### src/fpc_pkg.sv
// Function
// - User-mode control access traps, no register access
// - Register holds unit disable and bounce information
// - Reset clears all except disable, bounce bits
// - Only arithmetic unit or write sets arith_bounce_flag
// - Only load-store unit or write sets store_bounce_flag
// - Arithmetic fields writable only by arithmetic unit
// - Read returns word then clears three control bits
// - Write updates only three control bits
package fpc_pkg;
	localparam int unsigned WORD_W = 32;
	localparam int unsigned ROUNDED_UP_BIT = 31;
	localparam int unsigned INEXACT_BIT = 28;
	localparam int unsigned MANT_OVF_BIT = 27;
	localparam int unsigned EXP_OVF_BIT = 26;
	localparam int unsigned STORE_BOUNCE_BIT = 11;
	localparam int unsigned ARITH_BOUNCE_BIT = 10;
	localparam int unsigned ROUND_EXCESS_BIT = 9;
	localparam int unsigned UNIT_DISABLE_BIT = 8;
	// Bits writable by the control write instruction
	localparam logic [31:0] HOST_MASK = 32'h0000_0d00;
	// Bits owned by the arithmetic unit: 31, 28:26, 23:12, 9, 7:0
	localparam logic [31:0] ARITH_MASK = 32'h9cff_f2ff;
	localparam logic [31:0] RESET_WORD = 32'h0000_0d00;

	typedef struct packed {
		logic       rounded_up_flag;
		logic [1:0] rsvd_hi;
		logic       inexact_flag;
		logic       mantissa_overflow;
		logic       exponent_overflow;
		logic [1:0] rsvd_mid;
		logic [3:0] arith_instr_code_hi;
		logic       arith_width_sel_hi;
		logic [2:0] first_source_field;
		logic       arith_instr_code_mid;
		logic [2:0] target_reg_field;
		logic       store_bounce_flag;
		logic       arith_bounce_flag;
		logic       round_excess_flag;
		logic       unit_disable;
		logic       arith_width_sel_lo;
		logic [1:0] arith_round_sel;
		logic       arith_instr_code_lo;
		logic [3:0] second_source_field;
	} fpc_word_t;

	typedef struct packed {
		logic       update;
		fpc_word_t  word;
		logic       bounce;
	} fpc_arith_t;
endpackage

### src/fpc_control.sv
`timescale 1ns/1ps
`default_nettype none
module fpc_control (
	input  wire logic               clk_sys,
	input  wire logic               rst,
	input  wire logic               user_mode,
	input  wire logic               control_read_instr,
	input  wire logic               control_write_instr,
	input  wire logic [31:0]        write_data,
	input  wire fpc_pkg::fpc_arith_t arith_in,
	input  wire logic               ls_bounce,
	input  wire logic               fp_instr_valid,
	output logic [31:0]             read_data,
	output logic                    read_valid,
	output logic                    undef_trap,
	output logic                    fp_instr_refused,
	output logic                    unit_disable
);
	// Field map of the control word, high bits first
	//   31     rounded_up_flag
	//   30:29  reserved, read as zero
	//   28     inexact_flag
	//   27     mantissa_overflow
	//   26     exponent_overflow
	//   25:24  reserved, read as zero
	//   23:20  arith_instr_code, high part
	//   19     arith_width_sel, high part
	//   18:16  first_source_field
	//   15     arith_instr_code, middle part
	//   14:12  target_reg_field
	//   11     store_bounce_flag
	//   10     arith_bounce_flag
	//   9      round_excess_flag
	//   8      unit_disable
	//   7      arith_width_sel, low part
	//   6:5    arith_round_sel
	//   4      arith_instr_code, low part
	//   3:0    second_source_field, bit 3 marks a constant
	// Reserved bits belong to nobody and stay at their reset value

	// Control word and its next value
	logic [31:0] ctrl_reg;
	logic [31:0] ctrl_next;

	// Answer registers and their next values
	logic [31:0] read_data_reg;
	logic [31:0] read_data_next;
	logic        read_valid_reg;
	logic        read_valid_next;
	logic        undef_trap_reg;
	logic        undef_trap_next;

	// Access decode
	logic        host_access;
	logic        user_access;
	logic        rd_ok;
	logic        wr_ok;

	// Hardware update sources
	logic [31:0] arith_word;
	logic        arith_update;
	logic        arith_bounce;
	logic [31:0] arith_bounce_vec;
	logic [31:0] store_bounce_vec;
	logic [31:0] bounce_set;

	// Current disable state
	logic        disable_now;

	// Any control instruction offered this cycle
	assign host_access = control_read_instr || control_write_instr;

	// User mode turns the access into a trap
	assign user_access = host_access && user_mode;

	// Privileged read; a read wins a collision
	assign rd_ok = control_read_instr && !user_mode;

	// Privileged write, dropped when a read collides
	assign wr_ok = control_write_instr && !user_mode && !control_read_instr;

	// Arithmetic unit carrier split
	assign arith_word = arith_in.word;
	assign arith_update = arith_in.update;
	assign arith_bounce = arith_in.bounce;

	// One-hot bounce requests
	assign arith_bounce_vec = {31'h0000_0000, arith_bounce} << fpc_pkg::ARITH_BOUNCE_BIT;
	assign store_bounce_vec = {31'h0000_0000, ls_bounce} << fpc_pkg::STORE_BOUNCE_BIT;
	assign bounce_set = arith_bounce_vec | store_bounce_vec;

	assign disable_now = ctrl_reg[fpc_pkg::UNIT_DISABLE_BIT];

	// Next value, one bit at a time
	// Per bit: arithmetic load, then host access, then bounce set
	for (genvar i = 0; i < fpc_pkg::WORD_W; i++) begin : g_bit
		logic host_owned;
		logic arith_owned;
		logic arith_load;
		logic write_hit;
		logic clear_hit;
		logic hw_set;
		logic bit_after_arith;
		logic bit_after_host;

		// Ownership of this bit
		assign host_owned = fpc_pkg::HOST_MASK[i];
		assign arith_owned = fpc_pkg::ARITH_MASK[i];

		// Arithmetic unit loads only its own fields
		assign arith_load = arith_update && arith_owned;
		assign bit_after_arith = arith_load ? arith_word[i] : ctrl_reg[i];

		// Host write loads, host read clears, host-owned bits only
		assign write_hit = wr_ok && host_owned;
		assign clear_hit = rd_ok && host_owned;
		assign bit_after_host = write_hit
			? write_data[i]
			: clear_hit
			? 1'b0
			: bit_after_arith;

		// A hardware bounce in the same cycle wins over the host
		assign hw_set = bounce_set[i];
		assign ctrl_next[i] = bit_after_host | hw_set;
	end

	// Answer values
	assign read_valid_next = rd_ok;
	assign undef_trap_next = user_access;
	// Captured before the read clears the control bits
	assign read_data_next = rd_ok ? ctrl_reg : read_data_reg;

	// Control word
	always_ff @(posedge clk_sys) begin
		if (rst) begin
			ctrl_reg <= fpc_pkg::RESET_WORD;
		end else begin
			ctrl_reg <= ctrl_next;
		end
	end

	// Read data, held until the next accepted read
	always_ff @(posedge clk_sys) begin
		if (rst) begin
			read_data_reg <= 32'h0000_0000;
		end else begin
			read_data_reg <= read_data_next;
		end
	end

	// Read answer pulse
	always_ff @(posedge clk_sys) begin
		if (rst) begin
			read_valid_reg <= 1'b0;
		end else begin
			read_valid_reg <= read_valid_next;
		end
	end

	// Trap pulse
	always_ff @(posedge clk_sys) begin
		if (rst) begin
			undef_trap_reg <= 1'b0;
		end else begin
			undef_trap_reg <= undef_trap_next;
		end
	end

	// Outputs
	assign read_data = read_data_reg;
	assign read_valid = read_valid_reg;
	assign undef_trap = undef_trap_reg;
	assign unit_disable = disable_now;

	// Disabled unit sends offered instructions to support code
	assign fp_instr_refused = fp_instr_valid && disable_now;
endmodule
`default_nettype wire

### config.mk
export PLATFORM = sky130hd
export DESIGN_NAME = fpc_control
export DESIGN_NICKNAME = d
export VERILOG_FILES = /design/src/fpc_pkg.sv /design/src/fpc_control.sv
export SDC_FILE = /design/constraint.sdc
export NUM_CORES = 1
export LEC_CHECK = 0
export ABC_AREA = 1
export BUFFER_PORTS_ARGS = -buffer_cell sky130_fd_sc_hd__buf_2
export CORE_ASPECT_RATIO = 0.5
export CORE_MARGIN = 4
export CORE_UTILIZATION = 40
export CTS_CLUSTER_DIAMETER = 150
export DETAILED_ROUTE_END_ITERATION = 8
export HOLD_SLACK_MARGIN = 0.02
export PLACE_DENSITY = 0.72
export SYNTH_ARGS = -nofsm -noshare
export SYNTH_HDL_FRONTEND = slang
export SYNTH_SLANG_ARGS = --single-unit
### constraint.sdc
create_clock -name clk_sys -period 0.9 [get_ports clk_sys]
set_input_delay 0.09 -clock clk_sys [delete_from_list [all_inputs] [get_ports clk_sys]]
set_output_delay 0.09 -clock clk_sys [all_outputs]
set_load 0.005 [all_outputs]
==> impl_metrics.env, run 1 <==
export IMPL_chipHeight_um=58.8
export IMPL_power_frac_comb_pct=11.8
export IMPL_timing_final_ws_setup_ns=-0.0380
export IMPL_ys_seq_area_share_pct=56.2
export IMPL_dp_hpwl_um=3220
export IMPL_max_stage_delay_ns=0.34
export IMPL_cts_clk_slew_worst_paths_ns=0.06
export IMPL_grt_setup_unrepaired="yes"
export IMPL_status="finished with violations"
export IMPL_switching_share_pct=23.6
export IMPL_finalHoldViolCount=0
export IMPL_cp_data_required_time_ns=0.81
export IMPL_powerDensity_mw_per_mm2=1960
export IMPL_crit_fanout=3
export IMPL_route_detailed_drc=0
export IMPL_cap_violations=0
export IMPL_fin_crit_ns=0.938
export IMPL_yosys_warnings=0
export IMPL_synthCells=259
export IMPL_multi_input_area_um2=766
export IMPL_final_common_cell="nor2_1"
export IMPL_synth_cell_area_mm2=0.00207
export IMPL_routabilityCongestion=0.757
export IMPL_clk_root_buffer_cell="clkbuf_8"
export IMPL_synthDistinctLibCells=18
export IMPL_fin_util_pct=60.8
export IMPL_p_int_uw=4520
export IMPL_antenna_found_initial=0
export IMPL_wl_per_cell_um=11.6
export IMPL_port_buffers=68
export IMPL_end_kind="output port"
export IMPL_pwr_share_clk_pct=40.5
export IMPL_dp_cells=389
export IMPL_syn_avg_cell_area_um2=7.98
export IMPL_fin_worst_skew_ns=0.00528
export IMPL_fmax_mhz=1070
export IMPL_ys_seq_elements=58
export IMPL_die_area_mm2=0.00645
export IMPL_start_kind="flop"
export IMPL_antenna_cells=0
export IMPL_critPathArrivalTime_ns=0.85
export IMPL_layout_drive_gt1_share_pct=31.2
export IMPL_grt_pass1_wl_um=8350
export IMPL_timing_final_crit_share_pct=104
export IMPL_cts_buffer_depth=2
export IMPL_setup_viol=1
export IMPL_dieWidth_um=110
export IMPL_dr_pass1_iters=4
export IMPL_drtAntennaViolNets=0
export IMPL_drtIter0Drc=76
export IMPL_switchingPower_uw=1400
export IMPL_cp_slowest_cell="dfxtp_2"
export IMPL_num_io_pins=109
export IMPL_crit_start="ctrl_reg[8]"
export IMPL_grt_overflow=0
export IMPL_via_count=1993
export IMPL_numCtsBuffers=9
export IMPL_grt_pass1_vias=1837
export IMPL_hold_class="input pin to flop"
export IMPL_hp_start="control_write_instr"
export IMPL_fill_cells=436
export IMPL_regArea_mm2=0.00118
export IMPL_synthToLayoutAreaGrowth_pct=45.9
export IMPL_vias_per_cell=4.54
export IMPL_grt_max_degree=39
export IMPL_grt_total_usage_pct=17.1
export IMPL_num_rows=18
export IMPL_crit_chain="nand2_1 > inv_1 > buf_2"
export IMPL_insertion_delay_ns=0.33
export IMPL_cts_htree_levels=3
export IMPL_ir_worst_vdd_uv=1150
export IMPL_final_cell_mix="nor2_1 (111), buf_2 (68), o21ai_0 (44)"
export IMPL_reg2reg_from="ctrl_reg[8]"
export IMPL_dp_slack_ns=-0.0246
export IMPL_clock_sinks=58
export IMPL_drv_slew=0
export IMPL_num_nets_final=437
export IMPL_cts_tree="built"
export IMPL_violations="negative setup slack"
export IMPL_start_util_pct=41.7
export IMPL_p_leak_uw=0.00142
export IMPL_pwr_share_seq_pct=47.7
export IMPL_path_class="flop to output port"
export IMPL_fin_cells=439
export IMPL_core_area_mm2=0.00495
export IMPL_drt_wl_total_um=5090
==> metal layers <==
layer / up-vias / routed length [um] / GRT usage (%)
met4: 0 / 161 / 9.95
met1: 883 / 2140 / 18.6
met2: 63 / 2510 / 29.5
met3: 17 / 270 / 5.70
met5: - / 0 / 0
li1: 1030 / - / -
==> cell type report <==
cell class              count  share of cell area [%]
well taps                  70                    2.91
repair buffers            109                    25.0
clock buffers              11                    5.02
multi-input cells         181                    25.4
clock inverters             5                    1.74
inverters                   5                   0.706
flip-flops and latches     58                    39.2
==> critical path: cells and delay by family (launching register included) <==
family / cells / cell delay [ns]
buffers and inverters: 2 / 0.14
and+or+nand+nor: 1 / 0.05
DFF: 1 / 0.34
==> worst paths after layout <==
kind	end	slack, ns	cells past startpoint
setup / recovery	fp_instr_refused	-0.04	3
hold / removal	ctrl_reg[10]	0.08	3
setup reg to reg	read_data[8]	0.05	4
hold reg to reg	read_data[26]	0.47	2
==> cell usage after synthesis <==
cell type,instances,area share (%)
nand3_1,6,1.5
nand2_1,4,0.73
buf_2,7,1.7
dfxtp_1,58,56
inv_2,1,0.18
nor3_1,1,0.24
buf_8,1,0.73
nand2_2,1,0.30
buf_4,4,1.5
o21ai_1,8,1.9
inv_1,3,0.55
inv_4,1,0.30
nor2_1,111,20
buf_6,3,1.6
o21ai_2,2,0.85
clkbuf_2,3,0.73
o21ai_0,44,11
conb_1,1,0.18
==> power by group through the flow <==
stage                     Sequential (uW)  Combinational, uW  Clock [uW]
after floorplan                      2870                334           0
after global placement               2860                564           0
after detailed placement             2870                579           0
after CTS                            2810                693        2450
after global routing                 2840                790        2590
final                                2820                700        2400
==> kinds of logic after synthesis <==
group           Yosys count  share of synthesized area (%)
other cells               1                          0.182
simple gates            123                           22.9
buf+inv                  23                           7.27
flops                    58                           56.2
compound gates           54                           13.4
==> metrics by stage <==
stage	hold WS (ns)	total power, uW	instance area, um^2	setup TNS [ns]
after floorplan	0.162	3200	2080	0
after global placement	0.293	3430	2450	0
after detailed placement	0.304	3450	2450	-0.0782
after CTS	0.0545	5960	2990	-0.0580
after global routing	0.0700	6220	3010	-0.121
final	0.0755	5920	3010	-0.0380
==> timing repair <==
| action | CTS | global route |
|---|---|---|
| pin swaps | 1 | 1 |
| hold buffers | 32 | 0 |
| setup buffers | 1 | 1 |
| endpoints found under the hold margin | 30 | 0 |
| gates resized for setup | 1 | 16 |
| setup endpoints to repair | 2 | 18 |
Power figures use the tool's default switching activity.
==> run 2: changes to the inputs <==
Settings changed: BUFFER_PORTS_ARGS -buffer_cell sky130_fd_sc_hd__buf_2 to unset, CORE_UTILIZATION 40 to 60, DONT_BUFFER_PORTS set to 1, PLACE_DENSITY 0.72 to 0.76.
==> impl_metrics.env, run 2 (same netlist as run 1, synthesis figures left out) <==
export IMPL_cp_slowest_cell="dfxtp_4"
export IMPL_drt_wl_total_um=5080
export IMPL_via_count=1849
export IMPL_wl_per_cell_um=15.0
export IMPL_holdPathEnd="ctrl_reg[3]"
export IMPL_grt_overflow=0
export IMPL_vias_per_cell=5.47
export IMPL_r2r_setup_slack_ns=0.15
export IMPL_holdWs_ns=-0.0693
export IMPL_critPathArrivalTime_ns=0.81
export IMPL_clk_root_buffer_cell="clkbuf_8"
export IMPL_layout_drive_gt1_share_pct=8.05
export IMPL_route_detailed_drc=0
export IMPL_dr_pass1_iters=5
export IMPL_postCtsSetupRepairBufs=0
export IMPL_num_io_pins=109
export IMPL_grt_setup_unrepaired="yes"
export IMPL_cp_num_buf_inv=1
export IMPL_grt_pass1_vias=1805
export IMPL_power_frac_comb_pct=9.6
export IMPL_drtAntennaViolNets=0
export IMPL_violations="negative hold slack, negative setup slack"
export IMPL_final_cell_mix="nor2_1 (111), dfxtp_1 (57), o21ai_0 (44)"
export IMPL_cts_tree="built"
export IMPL_grt_max_degree=55
export IMPL_rr_worst_depth=2
export IMPL_drv_slew=0
export IMPL_chipHeight_um=49.5
export IMPL_die_area_mm2=0.00450
export IMPL_reg2reg_from="ctrl_reg[20]"
export IMPL_min_path_cells=2
export IMPL_timing_final_crit_share_pct=101
export IMPL_hp_start="arith_in[33]"
export IMPL_pwr_share_clk_pct=37.2
export IMPL_dieWidth_um=91.0
export IMPL_antenna_cells=0
export IMPL_fin_worst_skew_ns=0.00583
export IMPL_crit_fanout=4
export IMPL_num_rows=14
export IMPL_ir_worst_vdd_uv=1420
export IMPL_final_common_cell="nor2_1"
export IMPL_routabilityCongestion=0.774
export IMPL_switching_share_pct=24.5
export IMPL_cts_hold_buf=35
export IMPL_antenna_found_initial=0
export IMPL_power_uw=5360
export IMPL_cts_htree_levels=3
export IMPL_max_stage_delay_ns=0.37
export IMPL_numCtsBuffers=9
export IMPL_cpLargestDelayFamily="flip-flops"
export IMPL_fin_cells=338
export IMPL_cts_buffer_depth=2
export IMPL_setup_viol=1
export IMPL_start_util_pct=65.5
export IMPL_powerDensity_mw_per_mm2=2080
export IMPL_port_buffers=0
export IMPL_fin_crit_ns=0.905
export IMPL_hold_class="input pin to flop"
export IMPL_pwr_share_seq_pct=53.2
export IMPL_clock_sinks=58
export IMPL_dp_cells=287
export IMPL_end_kind="output port"
export IMPL_crit_chain="nand2_2 > inv_2"
export IMPL_core_area_mm2=0.00315
export IMPL_fmax_mhz=1110
export IMPL_cap_violations=0
export IMPL_num_nets_final=366
export IMPL_insertion_delay_ns=0.33
export IMPL_dp_hpwl_um=2600
export IMPL_switchingPower_uw=1310
export IMPL_synthToLayoutAreaGrowth_pct=24.8
export IMPL_timing_final_ws_setup_ns=-0.00452
export IMPL_cp_data_required_time_ns=0.81
export IMPL_finalHoldViolCount=25
export IMPL_p_leak_uw=0.00109
export IMPL_drtIter0Drc=107
export IMPL_p_int_uw=4050
export IMPL_r2r_end="read_data[20]"
export IMPL_grt_total_usage_pct=24.3
export IMPL_start_kind="flop"
export IMPL_cts_clk_slew_worst_paths_ns=0.06
export IMPL_grt_pass1_wl_um=8510
export IMPL_path_class="flop to output port"
export IMPL_status="finished with violations"
run 2: cell types whose count changed in the layout (fill, tap and decap cells not counted), sizes merged:
cell         change
buf             -74
bufinv           -1
clkinvlp         -1
clkbuf           +2
dlygate4sd3      +3
run 2: cell type report:
class	instances	area, um^2
Clock inverter	3	15.0
Tap cell	40	50.0
Multi-Input combinational cell	181	768
Inverter	5	21.3
Clock buffer	13	149
Fill cell	202	574
Sequential cell	58	1160
Timing Repair Buffer	38	410
run 2: what timing repair did:
action / in CTS / in global routing
resized for setup: 1 / 3
endpoints found under the hold margin: 30 / 25
setup endpoints to repair: 1 / 1
run 2: worst max path at each step:
stage	slack [ns]	endpoint	cells after the start	start
after global placement	0.07	read_data[26]	5	user_mode
after floorplan	0.14	read_data[8]	6	user_mode
after global routing	-0.04	fp_instr_refused	2	ctrl_reg[8]
after detailed placement	0.03	read_data[19]	5	user_mode
after CTS	-0.02	fp_instr_refused	2	ctrl_reg[8]
final	-0.005	fp_instr_refused	2	ctrl_reg[8]
run 2: worst reg2reg max path, cell delays in order (launching register included):
cell and delay [ns]:
dfxtp_1 0.32, o21ai_0 0.24, nor2_1 0.08
run 2: routing by layer:
metal	wire (um)	vias up	GRT usage (%)	share of wire, %
li1	-	888	-	-
met4	113	0	10.0	2.2
met5	0	-	0	0
met3	586	16	12.6	12
met2	2360	112	40.7	46
met1	2020	833	26.1	40
run 2: per-stage QoR:
stage               instance area, um^2  utilization (%)  setup slack, ns  hold slack (ns)  setup TNS, ns
finish                             2580             81.8         -0.00452          -0.0693       -0.00452
global route                       2580             81.8          -0.0431          -0.0881        -0.0431
CTS                                2570             81.6          -0.0204          -0.0980        -0.0204
detailed placement                 2060             65.3           0.0311            0.169              0
global placement                   2060             65.3           0.0745            0.165              0
floorplan                          2080                -            0.140            0.162              0
run 2: power by group through the flow:
stage                     registers [uW]  clock network, uW  logic (uW)
final                               2850               1990         515
after global routing                2870               2200         582
after CTS                           2840               2060         493
after detailed placement            2900                  0         363
after global placement              2890                  0         352
after floorplan                     2870                  0         334
==> run 3: changes to the inputs <==
Settings changed: RECOVER_POWER set to 100.
==> impl_metrics.env, run 3 (same netlist as run 1, synthesis figures left out) <==
export IMPL_max_stage_delay_ns=0.37
export IMPL_drtAntennaViolNets=0
export IMPL_drtIter0Drc=117
export IMPL_die_area_mm2=0.00450
export IMPL_postCtsSetupRepairBufs=0
export IMPL_route_detailed_drc=0
export IMPL_grt_max_degree=55
export IMPL_grt_pass1_vias=1805
export IMPL_vias_per_cell=5.51
export IMPL_fin_worst_skew_ns=0.00451
export IMPL_numCtsBuffers=9
export IMPL_pwr_share_clk_pct=37.2
export IMPL_start_kind="flop"
export IMPL_cp_data_required_time_ns=0.81
export IMPL_dp_cells=287
export IMPL_cp_slowest_cell="dfxtp_4"
export IMPL_multi_input_area_um2=764
export IMPL_path_class="flop to output port"
export IMPL_cts_hold_buf=35
export IMPL_num_rows=14
export IMPL_final_cell_mix="nor2_1 (111), dfxtp_1 (57), o21ai_0 (50)"
export IMPL_dp_hpwl_um=2600
export IMPL_setup_viol=1
export IMPL_pwr_share_seq_pct=53.3
export IMPL_p_int_uw=4040
export IMPL_antenna_cells=0
export IMPL_dr_pass1_iters=4
export IMPL_clock_sinks=58
export IMPL_finalHoldViolCount=24
export IMPL_critPathArrivalTime_ns=0.81
export IMPL_status="finished with violations"
export IMPL_fill_cells=204
export IMPL_num_nets_final=366
export IMPL_grt_total_usage_pct=24.3
export IMPL_fin_cells=338
export IMPL_grt_overflow=0
export IMPL_timing_final_crit_share_pct=100
export IMPL_placed_cell_area_mm2=0.00206
export IMPL_p_leak_uw=0.00108
export IMPL_cts_htree_levels=3
export IMPL_switchingPower_uw=1300
export IMPL_final_cell_area_mm2=0.00257
export IMPL_fin_crit_ns=0.903
export IMPL_dieWidth_um=91.0
export IMPL_port_buffers=0
export IMPL_end_kind="output port"
export IMPL_switching_share_pct=24.4
export IMPL_holdWs_ns=-0.0743
export IMPL_crit_chain="nand2_2 > inv_2"
export IMPL_layout_drive_gt1_share_pct=7.72
export IMPL_drt_wl_total_um=5080
export IMPL_cts_clk_slew_worst_paths_ns=0.06
export IMPL_crit_fanout=4
export IMPL_ir_worst_vdd_uv=1420
export IMPL_cap_violations=0
export IMPL_fmax_mhz=1110
export IMPL_cts_buffer_depth=2
export IMPL_via_count=1864
export IMPL_grt_pass1_wl_um=8510
export IMPL_chipHeight_um=49.5
export IMPL_timing_final_ws_setup_ns=-0.00313
export IMPL_regArea_mm2=0.00116
export IMPL_violations="negative hold slack, negative setup slack"
export IMPL_hold_class="input pin to flop"
export IMPL_final_common_cell="nor2_1"
export IMPL_antenna_found_initial=0
export IMPL_start_util_pct=65.5
export IMPL_drv_slew=0
export IMPL_core_area_mm2=0.00315
export IMPL_grt_setup_unrepaired="yes"
export IMPL_routabilityCongestion=0.774
export IMPL_clk_root_buffer_cell="clkbuf_8"
export IMPL_powerDensity_mw_per_mm2=2080
export IMPL_synthToLayoutAreaGrowth_pct=24.7
export IMPL_power_frac_comb_pct=9.6
export IMPL_cts_tree="built"
export IMPL_wl_per_cell_um=15.0
export IMPL_insertion_delay_ns=0.33
export IMPL_num_io_pins=109
[run 3: critical path, delay by kind of cell, from the launching register on]
family | cells | cell delay [ns]
buffers and inverters | 1 | 0.05
AND/OR/NAND/NOR | 1 | 0.06
flip-flops | 1 | 0.37
[run 3: per-layer routing]
layer | up-vias | part of all wire (%) | GRT usage (%)
li1 | 891 | - | -
met1 | 849 | 40 | 26.1
met2 | 108 | 48 | 40.7
met3 | 16 | 11 | 12.6
met4 | 0 | 1.8 | 10.0
met5 | - | 0 | 0
[run 3: power by group through the flow]
stage	Clock, uW	Sequential (uW)	Combinational (uW)
finish	1990	2850	512
global route	2200	2870	578
CTS	2060	2840	493
detailed placement	0	2900	363
global placement	0	2890	352
floorplan	0	2870	334
[run 3: final cells by class]
| type | count | share of cell area, % |
|---|---|---|
| Sequential cell | 58 | 45.2 |
| Clock buffer | 13 | 5.78 |
| Tap cell | 40 | 1.94 |
| Timing Repair Buffer | 38 | 15.9 |
| Clock inverter | 3 | 0.583 |
| Inverter | 5 | 0.826 |
| Multi-Input combinational cell | 181 | 29.7 |
[run 3: final timing paths]
kind                            slack, ns  depth (start not counted)               end          from
worst max-delay path               -0.003                          2  fp_instr_refused   ctrl_reg[8]
worst min-delay path                -0.07                          2       ctrl_reg[7]  arith_in[33]
worst max register to register       0.13                          2     read_data[21]  ctrl_reg[21]
worst min register to register       0.49                          2     read_data[17]  ctrl_reg[17]
[run 3: stage by stage]
| stage | hold WS (ns) | total power (uW) | TNS [ns] | utilization [%] | setup slack (ns) |
|---|---|---|---|---|---|
| finish | -0.0743 | 5350 | -0.00313 | 81.7 | -0.00313 |
| global route | -0.0882 | 5640 | -0.0431 | 81.7 | -0.0431 |
| CTS | -0.0980 | 5400 | -0.0204 | 81.6 | -0.0204 |
| detailed placement | 0.169 | 3260 | 0 | 65.3 | 0.0311 |
| global placement | 0.165 | 3250 | 0 | 65.3 | 0.0745 |
| floorplan | 0.162 | 3200 | 0 | - | 0.140 |
[run 3: repair_timing]
item / CTS / global route
endpoints found under the setup margin: 1 / 1
gates resized for setup: 1 / 3
endpoints found under the hold margin: 30 / 25
